$ cat src/core/samc_pkg.sv
// package for the supply aware mode control block
// assumes one 20 MHz clock and pre-comparated supply level inputs
package samc_pkg;
    localparam int CLK_FREQ_HZ = 20_000_000;
    localparam int NUM_CHANNELS = 8;
    localparam int NUM_INPUTS = 2;
    // serial clock ceilings in MHz, zero means no serial access
    localparam logic [2:0] SCLK_LIMIT_NONE_MHZ = 3'h0;
    localparam logic [2:0] SCLK_LIMIT_LOW_MHZ = 3'h1;
    localparam logic [2:0] SCLK_LIMIT_FULL_MHZ = 3'h5;
    // mode transition latency, in ns as figure, then derived cycles
    localparam int MODE_DELAY_NS = 200;
    localparam int MODE_DELAY_CYC =
        (MODE_DELAY_NS * (CLK_FREQ_HZ / 1_000_000) + 999) / 1000;
    localparam logic [3:0] MODE_DELAY_CNT = 4'(MODE_DELAY_CYC);
    // reset values
    localparam logic [NUM_CHANNELS-1:0] CHAN_RESET = 8'h00;
    // default input to channel mapping: input 0 to ch2, input 1 to ch3
    localparam logic [NUM_CHANNELS-1:0] IN0_DEFAULT_MAP = 8'h04;
    localparam logic [NUM_CHANNELS-1:0] IN1_DEFAULT_MAP = 8'h08;

    typedef enum logic [1:0] {
        MODE_SLEEP,
        MODE_IDLE,
        MODE_ACTIVE,
        MODE_LIMP
    } samc_mode_t;
endpackage : samc_pkg

$ cat src/core/samc_sync.sv
// three flop synchroniser with agreement filter for one pin level
// assumes pin is asynchronous to ref_clk
`timescale 1ns/10ps
module samc_sync
    import samc_pkg::*;
(
    input wire logic ref_clk,
    input wire logic rst_b,
    input wire logic pin,
    output logic level
);
    logic s1;
    logic s2;
    logic s3;
    logic next_level;

    // level only moves once the second and third stages agree
    always_comb
    begin
        next_level = level;
        if (s2 == s3)
            next_level = s3;
    end

    // s1 is read only by s2 to keep the metastable stage isolated
    always_ff @(posedge ref_clk)
    begin
        if (!rst_b)
        begin
            s1 <= 1'b0;
            s2 <= 1'b0;
            s3 <= 1'b0;
            level <= 1'b0;
        end
        else
        begin
            s1 <= pin;
            s2 <= s1;
            s3 <= s2;
            level <= next_level;
        end
    end
endmodule : samc_sync

$ cat src/core/samc_top.sv
// mode and supply capability control for an eight channel relay driver
// assumes supply comparators give levels on pins, serial bits from a
// serial block on the same clock
`timescale 1ns/10ps
module samc_top
    import samc_pkg::*;
(
    input wire logic ref_clk,
    input wire logic rst_b,
    input wire logic idle_pin,
    input wire logic [NUM_INPUTS-1:0] direct_input_pins,
    input wire logic vdd_uv,
    input wire logic vdd_at_low_op,
    input wire logic vs_above_3v0,
    input wire logic vs_at_op,
    input wire logic [NUM_CHANNELS-1:0] channel_on_bits,
    input wire logic active_request_bit,
    output logic serial_regs_reset,
    output logic serial_allowed,
    output logic [2:0] sclk_limit_mhz,
    output logic limp_available,
    output samc_mode_t mode,
    output logic [NUM_CHANNELS-1:0] channel_drive
);
    logic idle_lvl;
    logic [NUM_INPUTS-1:0] in_lvl;
    logic dd_uv;
    logic dd_low;
    logic s_ok;
    logic s_op;
    samc_mode_t next_mode;
    logic [3:0] delay_cnt;
    logic [3:0] next_delay_cnt;
    logic [NUM_CHANNELS-1:0] next_channel_drive;
    logic serial_req;
    logic pin_req;
    logic [NUM_CHANNELS-1:0] pin_map;

    // all asynchronous levels pass the three flop filter
    samc_sync u_idle (.ref_clk(ref_clk), .rst_b(rst_b),
        .pin(idle_pin), .level(idle_lvl));
    samc_sync u_in0 (.ref_clk(ref_clk), .rst_b(rst_b),
        .pin(direct_input_pins[0]), .level(in_lvl[0]));
    samc_sync u_in1 (.ref_clk(ref_clk), .rst_b(rst_b),
        .pin(direct_input_pins[1]), .level(in_lvl[1]));
    samc_sync u_dduv (.ref_clk(ref_clk), .rst_b(rst_b),
        .pin(vdd_uv), .level(dd_uv));
    samc_sync u_ddlo (.ref_clk(ref_clk), .rst_b(rst_b),
        .pin(vdd_at_low_op), .level(dd_low));
    samc_sync u_sok (.ref_clk(ref_clk), .rst_b(rst_b),
        .pin(vs_above_3v0), .level(s_ok));
    samc_sync u_sop (.ref_clk(ref_clk), .rst_b(rst_b),
        .pin(vs_at_op), .level(s_op));

    // mapping of pins onto channels, fixed at the default wiring
    function automatic logic [NUM_CHANNELS-1:0] map_pins(
        input logic [NUM_INPUTS-1:0] lv);
        map_pins = (lv[0] ? IN0_DEFAULT_MAP : CHAN_RESET)
                 | (lv[1] ? IN1_DEFAULT_MAP : CHAN_RESET);
    endfunction : map_pins

    // serial capability from the supplies
    always_comb
    begin
        serial_regs_reset = dd_uv || !idle_lvl;
        serial_allowed = !dd_uv;
        if (dd_uv)
            sclk_limit_mhz = SCLK_LIMIT_NONE_MHZ;
        else if (dd_low && !s_op)
            sclk_limit_mhz = SCLK_LIMIT_LOW_MHZ;
        else
            sclk_limit_mhz = SCLK_LIMIT_FULL_MHZ;
        limp_available = !(dd_uv && !s_ok);
    end

    // serial requests only count when serial registers are live
    assign serial_req = !serial_regs_reset
        && (|channel_on_bits || active_request_bit);
    assign pin_map = map_pins(in_lvl);
    assign pin_req = |in_lvl;

    // one counter serves every mode change; a change in mid count restarts
    // it, so a toggling pin only lengthens the dark time, never shortens it
    // mode selection; delay counter holds outputs off after a change
    always_comb
    begin
        next_mode = mode;
        next_delay_cnt = (delay_cnt != 4'h0) ? delay_cnt - 4'h1 : 4'h0;
        if (!idle_lvl)
        begin
            if (pin_req && limp_available)
                next_mode = MODE_LIMP;
            else
                next_mode = MODE_SLEEP;
        end
        else if (serial_req || (pin_req && !dd_uv))
            next_mode = MODE_ACTIVE;
        else
            next_mode = MODE_IDLE;
        if (next_mode != mode)
            next_delay_cnt = MODE_DELAY_CNT;
    end

    // channel drive: serial bits or mapped pins, gated by supplies
    always_comb
    begin
        next_channel_drive = CHAN_RESET;
        if (!s_ok)
            next_channel_drive = CHAN_RESET;
        else if (delay_cnt != 4'h0 || next_mode != mode)
            next_channel_drive = CHAN_RESET;
        else if (mode == MODE_ACTIVE)
            next_channel_drive = (serial_req ? channel_on_bits
                : CHAN_RESET) | pin_map;
        else if (mode == MODE_LIMP)
            next_channel_drive = pin_map;
    end

    // state registers
    always_ff @(posedge ref_clk)
    begin
        if (!rst_b)
        begin
            mode <= MODE_SLEEP;
            delay_cnt <= 4'h0;
            channel_drive <= CHAN_RESET;
        end
        else
        begin
            mode <= next_mode;
            delay_cnt <= next_delay_cnt;
            channel_drive <= next_channel_drive;
        end
    end

    // supply gating checks, all on the filtered levels
    a_chan_off_low_vs: assert property (@(posedge ref_clk) disable iff
        (!rst_b) !s_ok |=> channel_drive == CHAN_RESET)
        else $error("channel driven with analog supply low");
    a_serial_off_uv: assert property (@(posedge ref_clk) disable iff
        (!rst_b) dd_uv |-> !serial_allowed && sclk_limit_mhz == 3'h0
        && serial_regs_reset)
        else $error("serial access while digital supply low");
    a_serial_allowed: assert property (@(posedge ref_clk) disable iff
        (!rst_b) !dd_uv |-> serial_allowed)
        else $error("serial access refused with digital supply valid");
    a_limp_unavail: assert property (@(posedge ref_clk) disable iff
        (!rst_b) (dd_uv && !s_ok) |-> !limp_available)
        else $error("limp home offered with both supplies low");
    a_limp_low_vs: assert property (@(posedge ref_clk) disable iff
        (!rst_b) (!idle_lvl && |in_lvl && !dd_uv && !s_ok)
        |=> mode == MODE_LIMP && channel_drive == CHAN_RESET)
        else $error("limp home wrong with analog supply low");
    a_uv_no_active: assert property (@(posedge ref_clk) disable iff
        (!rst_b) dd_uv |=> mode != MODE_ACTIVE)
        else $error("active mode reached in digital undervoltage");
    a_sclk_low: assert property (@(posedge ref_clk) disable iff
        (!rst_b) (!dd_uv && dd_low && !s_op) |-> sclk_limit_mhz == 3'h1)
        else $error("serial clock ceiling wrong");
    a_full_clock: assert property (@(posedge ref_clk) disable iff
        (!rst_b) (!dd_uv && (!dd_low || s_op))
        |-> sclk_limit_mhz == SCLK_LIMIT_FULL_MHZ)
        else $error("full serial clock ceiling wrong");
    a_regs_reset_idle: assert property (@(posedge ref_clk) disable iff
        (!rst_b) !idle_lvl |-> serial_regs_reset)
        else $error("registers not reset with idle low");
    // mode selection checks
    a_sleep_entry: assert property (@(posedge ref_clk) disable iff
        (!rst_b) (!idle_lvl && in_lvl == 2'h0) |=> mode == MODE_SLEEP)
        else $error("sleep not entered");
    a_limp_entry: assert property (@(posedge ref_clk) disable iff
        (!rst_b) (!idle_lvl && |in_lvl && limp_available)
        |=> mode == MODE_LIMP)
        else $error("limp home not entered");
    a_idle_hold: assert property (@(posedge ref_clk) disable iff
        (!rst_b) (idle_lvl && !dd_uv && channel_on_bits == 8'h00
        && !active_request_bit && in_lvl == 2'h0) |=> mode == MODE_IDLE)
        else $error("idle mode not held");
    a_active_entry: assert property (@(posedge ref_clk) disable iff
        (!rst_b) (idle_lvl && !dd_uv && active_request_bit)
        |=> mode == MODE_ACTIVE)
        else $error("active mode not entered");
    a_pin_active: assert property (@(posedge ref_clk) disable iff
        (!rst_b) (idle_lvl && !dd_uv && |in_lvl)
        |=> mode == MODE_ACTIVE)
        else $error("pin request did not reach active mode");
    // turn-on latency and load gating checks
    a_turnon_delay: assert property (@(posedge ref_clk) disable iff
        (!rst_b) (mode != $past(mode)) |-> channel_drive == CHAN_RESET
        ##1 channel_drive == CHAN_RESET)
        else $error("outputs on before mode delay");
    a_delay_load: assert property (@(posedge ref_clk) disable iff
        (!rst_b) (mode != $past(mode)) |-> delay_cnt == MODE_DELAY_CNT)
        else $error("mode delay not started on a change");
    a_drive_modes: assert property (@(posedge ref_clk) disable iff
        (!rst_b) channel_drive != CHAN_RESET
        |-> mode == MODE_ACTIVE || mode == MODE_LIMP)
        else $error("channel driven outside active or limp home");
    // scenario coverage, each one reached by the bench
    c_active: cover property (@(posedge ref_clk) mode == MODE_ACTIVE
        && channel_drive != 8'h00);
    c_limp: cover property (@(posedge ref_clk) mode == MODE_LIMP
        && channel_drive != 8'h00);
    c_sleep: cover property (@(posedge ref_clk) mode == MODE_SLEEP
        ##1 mode == MODE_IDLE);
    c_pin_active: cover property (@(posedge ref_clk) mode == MODE_ACTIVE
        && channel_drive == IN0_DEFAULT_MAP);
    c_low_vs_limp: cover property (@(posedge ref_clk) mode == MODE_LIMP
        && !s_ok && limp_available);
endmodule : samc_top

$ cat config.mk
export PLATFORM = sky130hd
export DESIGN_NAME = samc_top
export DESIGN_NICKNAME = d
export VERILOG_FILES = /design/src/core/samc_pkg.sv /design/src/core/samc_sync.sv /design/src/core/samc_top.sv
export SDC_FILE = /design/constraint.sdc
export NUM_CORES = 1
export LEC_CHECK = 0
export ABC_CLOCK_PERIOD_IN_PS = 2700
export BUFFER_PORTS_ARGS = -buffer_cell sky130_fd_sc_hd__buf_2
export CORE_AREA = 2 2 56 58
export CTS_BUF_LIST = sky130_fd_sc_hd__clkbuf_16
export CTS_CLUSTER_DIAMETER = 60
export DETAILED_ROUTE_END_ITERATION = 10
export DIE_AREA = 0 0 58 60
export GPL_TIMING_DRIVEN = 0
export HOLD_SLACK_MARGIN = 0.05
export MAX_ROUTING_LAYER = met4
export PLACE_DENSITY = 0.77
export SLEW_MARGIN = 20
export SYNTH_ARGS = -nofsm -noshare
export SYNTH_HDL_FRONTEND = slang
export SYNTH_SLANG_ARGS = --single-unit
$ cat constraint.sdc
create_clock -name ref_clk -period 2.7 [get_ports ref_clk]
set_input_delay 0 -clock ref_clk [delete_from_list [all_inputs] [get_ports ref_clk]]
set_output_delay 0 -clock ref_clk [all_outputs]
set_load 0.05 [all_outputs]
==> run metrics, run 1 <==
Max Freq=547 MHz; ys flop type=dfxtp_1; Critical Path Source Type=flip-flop; Setup TNS=0 ns; Worst Path Buf+Inv=1; Final Total Pwr=1.62 mW; status=completed; Tmin final=1.83 ns; worst skew pair latency=0.28 ns; Nets=219; leakage power=0.842 nW; register bank with the most flops=channel_drive; final hold vios=0; Max Cap Viol=0; fraction of synthesized area in multiplexers=1.34%; Post-Syn Instances=146; GR Overflow Total=0; Post-Synth Simple-Gate Area=24.7%; Slew headroom=53.0%; Crit path max-delay family=simple AND/OR/NAND/NOR gates; Rows=20; Crit Path Max Fanout=6; drt via density=5.05; CTS Buf Count=5; number of routed nets with antenna violations=0; main combinational cell family by area after synthesis=simple AND/OR/NAND/NOR gates; DIE WIDTH=58 um; DRT Pass-1 Iters=4; Power Dens Cells=795 nW/um2; Min Hold Slack=0.0760 ns; register area share after synthesis=56.3%; Die H=60 um; Ant. Diodes=0; flops & latches, synth=42; crit path capture type=flip-flop; HPWL after detailed placement=1950 um; DR DRC count=0; Synth-to-Final Area Change=36.2%; total die area=3480 um2; layout cells sized above 1=23.4%; H-tree levels=2; top-area cell type share of the netlist area=56.3%; TritonCTS clock tree=done; initial antenna violation count=0; first-pass GRT wire length=4620 um; mean post-synth cell area=10.2 um2; CORE AREA=2900 um2; IO Pins=34; largest net degree at the start of global routing=14; Critical Path Slowest Stage Cell=nor4_1; top cell type by total area after synthesis=dfxtp_1; RSZ-0062 raised after global routing=false; Final Max Slew Viols=0; CP required=2.92 ns; initial core utilization=51.4%; vias in the first global route=1160; synth warn=0; Unique masters post-synth=33; R2R setup slack=0.87 ns; syn_nets=165; CTS sink cnt=42; Async SR Flop Fraction=0%; xor/xnor share of the synthesized area=1.76%; PnR worst setup slack=0.870 ns; fill cell count=222; Synth Area in Compound Gates=11.0%; synth cell count leaders=42 x dfxtp_1, 29 x and2_1, 9 x nand2_1, 9 x o21ai_0, 7 x a21boi_0; number of flip-flops in the largest register=8; Adder-Cell Fraction of Synth Area=0.838%; fin crit share=67.8%; drt wl/cell=12.0 um; synthesized area=1490 um2; final setup vio count=0; Area contributors post-synth=dfxtp_1 56%, and2_1 12%, a21boi_0 3.5%; Vias=1181; Storage cell area=841 um2; Slew @ Worst Pin=0.699 ns; GRT Overall Usage=18.7%; final wirelength=2800 um; Clock transition at path regs=0.06 ns; Setup CP Type=flip-flop to flip-flop; type of the worst min-delay path=primary input to flip-flop; number of DRC markers in iteration 0=31; deepest clock path buffer count=2; Largest stage delay, worst path=0.55 ns; EDFF count, synth=0; most used standard cell by instance count after synthesis=dfxtp_1; root buf cell=clkbuf_16; gpl congestion=0.715; clock skew=0.00299 ns; Largest regs=channel_drive: 8 flops, delay_cnt: 4 flops, mode: 2 flops; Max VDD drop=0.756 mV; worst slack, placed=0.888 ns; PortBufs=32; CP arrival=2.05 ns; CP Cell Sequence=inv_1, ha_1, nor3b_1, nand4_1, nor4_1, and2_1; area of the multi-input gates=596 um2; count of cells resized by post-cts repair=0
==> path summary, 6_finish.rpt <==
path	from	end	cells past startpoint
worst max-delay path	delay_cnt[0]	channel_drive[4]	6
worst min-delay path	channel_on_bits[3]	channel_drive[3]	3
worst max register to register	delay_cnt[0]	channel_drive[4]	6
worst min register to register	u_in1.s1	u_in1.s2	1
==> kinds of logic after synthesis <==
family / after synthesis
adders and majority gates: 1
DFF: 42
buffers and inverters: 12
xor gates and xnor gates: 3
AOI/OAI and AO/OA: 24
and+or+nand+nor: 61
muxes: 2
other: 1
==> report_power, final <==
part	internal, mW	switching (mW)	leakage, nW
clock network	0.526	0.218	0.0915
logic	0.0956	0.0905	0.408
registers	0.661	0.0254	0.343
total	1.28	0.334	0.842
==> layer usage <==
layer  share of wire, %  track usage [%]  vias up
met5                  0                -        -
met1                 38             18.3      539
li1                   -                -      593
met4                2.4             8.97        0
met2                 53             33.4       42
met3                6.5             6.06        7
==> worst register-to-register path: stages (launching register included) <==
cell,delay (ns)
dfxtp_1,0.32
inv_1,0.06
ha_1,0.20
nor3b_1,0.26
nand4_1,0.15
nor4_1,0.55
and2_1,0.23
==> cell type report <==
cell class	instances	area share, %
repair buffers	47	15.3
well taps	33	2.03
clock inverters	3	3.14
plain buffers	6	1.66
inverters	6	1.11
multi-input cells	92	29.3
clock buffers	5	6.15
flip-flops and latches	42	41.4
==> per-stage QoR <==
step	cell area (um2)	utilization (%)	cells
global route	2030	70.0	234
finish	2030	70.0	234
floorplan	1490	-	146
global placement	1690	58.4	211
detailed placement	1690	58.4	211
CTS	2030	70.0	234
==> cells in the final DEF, fill, tap and decap left out, types with 4 or more instances in the layout <==
| cell type | count |
|---|---|
| dfxtp_1 | 42 |
| and2_1 | 29 |
| dlygate4sd3_1 | 15 |
| inv_1 | 6 |
| nand2_1 | 9 |
| clkbuf_16 | 5 |
| nor2_1 | 4 |
| nor4_1 | 4 |
| buf_2 | 32 |
| a21boi_0 | 7 |
| o21ai_0 | 9 |
==> repair_timing <==
action | in CTS | in global routing
endpoints found under the setup margin | 0 | 0
hold buffers | 15 | 0
buffers inserted | 0 | 0
hold endpoints to repair | 15 | 0
Note: power is estimated with default switching activity, not from simulation.
==> run 2, diff against run 1 <==
--- a/config.mk
+++ b/config.mk
@@ -5,17 +5,17 @@
 export SDC_FILE = /design/constraint.sdc
 export NUM_CORES = 1
 export LEC_CHECK = 0
-export ABC_CLOCK_PERIOD_IN_PS = 2700
+export ABC_CLOCK_PERIOD_IN_PS = 1700
 export BUFFER_PORTS_ARGS = -buffer_cell sky130_fd_sc_hd__buf_2
-export CORE_AREA = 2 2 56 58
+export CORE_AREA = 2 2 58 60
 export CTS_BUF_LIST = sky130_fd_sc_hd__clkbuf_16
 export CTS_CLUSTER_DIAMETER = 60
 export DETAILED_ROUTE_END_ITERATION = 10
-export DIE_AREA = 0 0 58 60
+export DIE_AREA = 0 0 60 62
 export GPL_TIMING_DRIVEN = 0
 export HOLD_SLACK_MARGIN = 0.05
 export MAX_ROUTING_LAYER = met4
-export PLACE_DENSITY = 0.77
+export PLACE_DENSITY = 0.73
 export SLEW_MARGIN = 20
 export SYNTH_ARGS = -nofsm -noshare
 export SYNTH_HDL_FRONTEND = slang
==> constraint.sdc (replaced) <==
create_clock -name ref_clk -period 1.7 [get_ports ref_clk]
set_input_delay 0 -clock ref_clk [delete_from_list [all_inputs] [get_ports ref_clk]]
set_output_delay 0 -clock ref_clk [all_outputs]
set_load 0.05 [all_outputs]
==> run metrics, run 2 (synthesis results as in run 1) <==
CTS sink cnt=42; worst r2r src=u_in1.level; Clock transition at path regs=0.06 ns; final hold vios=0; area of the multi-input gates=629 um2; total die area=3720 um2; DIE WIDTH=60 um; number of DRC markers in iteration 0=25; Critical Path Slowest Stage Cell=dlygate4sd3_1; Synth-to-Final Area Change=39.0%; utilization after layout=65.2%; CP arrival=1.80 ns; Largest stage delay, worst path=0.53 ns; number of flip-flops in the largest register=8; largest net degree at the start of global routing=14; GRT Overall Usage=17.8%; Nets=220; IO Pins=34; post-route cell area=2070 um2; PortBufs=32; drt wl/cell=11.3 um; CP startpoint=channel_on_bits[6]; fin crit share=96.3%; Max VDD drop=0.955 mV; Largest regs=channel_drive: 8 flops, delay_cnt: 4 flops, mode: 2 flops; worst slack, placed=-0.0867 ns; DR DRC count=0; Die H=62 um; Worst Path Buf+Inv=2; DRT Pass-1 Iters=4; HPWL after detailed placement=1970 um; Storage cell area=842 um2; Final Max Slew Viols=0; initial antenna violation count=0; first-pass GRT wire length=4520 um; Rows=21; H-tree levels=2; Setup CP Type=primary input to flip-flop; commonest non-fill, non-tap cell in the layout=dfxtp_1; Crit Path Max Fanout=3; Max Cap Viol=0; final setup vio count=0; leakage power=0.846 nW; clock skew=0.00342 ns; root buf cell=clkbuf_16; met1 Track Usage GR=17.9%; R2R setup slack=0.12 ns; Vias=1173; Hold Startpoint=active_request_bit; RSZ-0062 raised after global routing=true; drt via density=4.73; crit path capture type=flip-flop; worst skew pair latency=0.28 ns; Max Freq=611 MHz; Post-DP Area=1720 um2; deepest clock path buffer count=2; WHS Path Cells=5; Crit path max-delay family=buffers and inverters; number of routed nets with antenna violations=0; register bank with the most flops=channel_drive; most frequent cells in the layout=41 x dfxtp_1, 32 x buf_2, 29 x and2_1, 16 x dlygate4sd3_1, 9 x o21ai_0; status=completed; final wirelength=2810 um; GR peak layer=met2; CP Cell Sequence=dlygate4sd3_1, buf_2, nor3_4, a41oi_2, or3b_1, a211o_1, o311a_1; Ant. Diodes=0; PnR worst setup slack=0.0632 ns; Hold EP=mode[0]; R2R depth=5; worst r2r dst=delay_cnt[2]; final std cells w/o fill=248; Critical Path Source Type=primary input; gpl congestion=0.780; met3 usage=6.21%; Min Hold Slack=0.413 ns; initial core utilization=47.0%; CP required=1.87 ns; layout cells sized above 1=27.2%; TritonCTS clock tree=done; fill cell count=269; GR Overflow Total=0; type of the worst min-delay path=primary input to flip-flop; Placed Cells=224; vias in the first global route=1083; CTS Buf Count=5; Power Dens Cells=1170 nW/um2; CORE AREA=3180 um2; Tmin final=1.64 ns; met2 usage=30.3%
## run 2: power breakdown
| group | total (mW) | internal [mW] | switching, mW |
|---|---|---|---|
| Sequential | 1.09 | 1.05 | 0.0434 |
| Clock | 1.05 | 0.686 | 0.359 |
| Combinational | 0.297 | 0.160 | 0.137 |
## run 2: layout make-up
| cell class | count | share of cell area (%) |
|---|---|---|
| Multi-Input combinational cell | 92 | 30.3 |
| Sequential cell | 42 | 40.6 |
| Inverter | 6 | 1.27 |
| Buffer | 6 | 1.63 |
| Clock inverter | 3 | 1.93 |
| Tap cell | 46 | 2.77 |
| Timing Repair Buffer | 48 | 15.4 |
| Clock buffer | 5 | 6.03 |
## run 2: per-stage QoR
step           power (mW)  setup TNS (ns)
2_1_floorplan        1.29               0
3_3_place_gp         1.34        -0.00178
3_5_place_dp         1.37          -0.382
4_1_cts              2.44               0
5_1_grt              2.55         -0.0110
6_report             2.44               0
## run 2: how the worst max path moves through the flow
stage                             to  slack [ns]  depth (start not counted)
finish                  delay_cnt[2]        0.06                          7
global route        channel_drive[2]      -0.007                          7
floorplan               delay_cnt[2]        0.09                          3
detailed placement  channel_drive[0]       -0.09                          6
global placement    channel_drive[0]      -0.002                          6
CTS                     delay_cnt[2]        0.04                          7
## run 2: worst reg2reg max path, delay by kind of cell (launching register included)
| family | cells | cell delay, ns |
|---|---|---|
| AND/OR/NAND/NOR | 2 | 0.53 |
| flip-flops | 1 | 0.36 |
| AO/OA/AOI/OAI | 3 | 0.57 |
## run 2: routing by layer
layer  vias to the layer above  share of wire, %
met5                         -                 0
met4                         0               2.0
met3                         5               5.7
met2                        34                52
met1                       541                41
li1                        593                 -
## run 2: what timing repair did
action                     in CTS  in global routing
hold endpoints to repair       16                  0
resized for setup               1                  5
setup buffers                   0                  0
hold buffers                   16                  0
pin swaps                       0                  0
setup endpoints to repair       6                 12
gates cloned                    0                  0
==> run 3, diff against run 2 <==
--- a/config.mk
+++ b/config.mk
@@ -15,8 +15,7 @@
 export GPL_TIMING_DRIVEN = 0
 export HOLD_SLACK_MARGIN = 0.05
 export MAX_ROUTING_LAYER = met4
-export PLACE_DENSITY = 0.73
-export SLEW_MARGIN = 20
+export PLACE_DENSITY = 0.81
 export SYNTH_ARGS = -nofsm -noshare
 export SYNTH_HDL_FRONTEND = slang
 export SYNTH_SLANG_ARGS = --single-unit
==> run metrics, run 3 (synthesis results as in run 1) <==
number of flip-flops in the largest register=8; largest net degree at the start of global routing=15; Setup CP Type=flip-flop to flip-flop; utilization after layout=65.0%; register bank with the most flops=channel_drive; Crit Path Max Fanout=6; leakage power=0.844 nW; drt wl/cell=12.9 um; Rows=21; crit path capture type=flip-flop; worst skew pair latency=0.28 ns; Tmin final=1.70 ns; final std cells w/o fill=245; Clock transition at path regs=0.06 ns; DIE WIDTH=60 um; layout cells sized above 1=27.1%; root buf cell=clkbuf_16; Ant. Diodes=0; first-pass GRT wire length=4840 um; Synth-to-Final Area Change=38.4%; Max Freq=590 MHz; gpl congestion=0.796; number of DRC markers in iteration 0=88; drt via density=4.90; final setup vio count=0; Max VDD drop=0.496 mV; H-tree levels=2; GR Overflow Total=0; initial antenna violation count=0; Final Total Pwr=2.47 mW; most frequent cells in the layout=41 x dfxtp_1, 29 x and2_1, 29 x buf_2, 14 x dlygate4sd3_1, 9 x o21ai_0; Largest regs=channel_drive: 8 flops, delay_cnt: 4 flops, mode: 2 flops; Final Max Slew Viols=0; CTS Buf Count=5; number of routed nets with antenna violations=0; DRT Pass-1 Iters=4; clock skew=0.00382 ns; status=completed; post-route cell area=2070 um2; Setup TNS=0 ns; CTS sink cnt=42; total die area=3720 um2; Critical Path Source Type=flip-flop; vias in the first global route=1133; fin crit share=99.7%; commonest non-fill, non-tap cell in the layout=dfxtp_1; HPWL after detailed placement=1930 um; PortBufs=32; Vias=1200; final hold vios=0; Post-DP Area=1720 um2; TritonCTS clock tree=done; CP arrival=1.87 ns; deepest clock path buffer count=2; worst slack, placed=-0.0697 ns; DR DRC count=0; Power Dens Cells=1200 nW/um2; CORE AREA=3180 um2; Placed Cells=224; Max Cap Viol=0; PnR worst setup slack=0.00498 ns; CP required=1.87 ns; initial core utilization=47.0%; type of the worst min-delay path=primary input to flip-flop; IO Pins=34; GRT Overall Usage=18.5%; Die H=62 um; Min Hold Slack=0.0803 ns; Nets=217; final wirelength=3150 um
-- run 3: cell types whose count changed in the layout (fill, tap and decap cells not counted), sizes merged --
cell and delta:
dlygate4sd3 -2, inv +1, dlymetal6s4s +1, buf -2
clkinv -1
-- run 3: path summary, 6_finish.rpt --
kind / from / endpoint / slack, ns / cells past startpoint
min reg2reg: u_sop.s1 / u_sop.s2 / 0.43 / 1
min: channel_on_bits[3] / channel_drive[3] / 0.08 / 3
max: u_in1.level / delay_cnt[2] / 0.005 / 5
max reg2reg: u_in1.level / delay_cnt[2] / 0.005 / 5
-- run 3: final cells by class --
type | count | area (um2)
Inverter | 6 | 26.3
Tap cell | 46 | 57.6
Fill cell | 262 | 1110
Buffer | 6 | 33.8
Clock inverter | 3 | 43.8
Multi-Input combinational cell | 92 | 632
Sequential cell | 42 | 842
Clock buffer | 5 | 125
Timing Repair Buffer | 45 | 305
-- run 3: what timing repair did --
action / CTS / global route
pin swaps: 0 / 4
hold buffers: 15 / 0
resized for setup: 1 / 7
setup buffers: 0 / 1
endpoints found under the setup margin: 6 / 12
hold endpoints to repair: 15 / 0
-- run 3: power by group --
| part | internal (mW) | switching [mW] |
|---|---|---|
| registers | 1.05 | 0.0429 |
| clock network | 0.694 | 0.381 |
| logic | 0.159 | 0.144 |
-- run 3: critical path: stages (launching register included) --
cell,delay [ns]
dfxtp_1,0.38
nor2_2,0.22
a41oi_2,0.17
or3b_1,0.41
a211o_1,0.30
o311a_1,0.12
-- run 3: metal layers --
layer	share of wire [%]	global-route usage (%)
met1	41	19.6
met2	51	33.1
met3	5.1	3.73
met4	3.1	8.57
met5	0	-
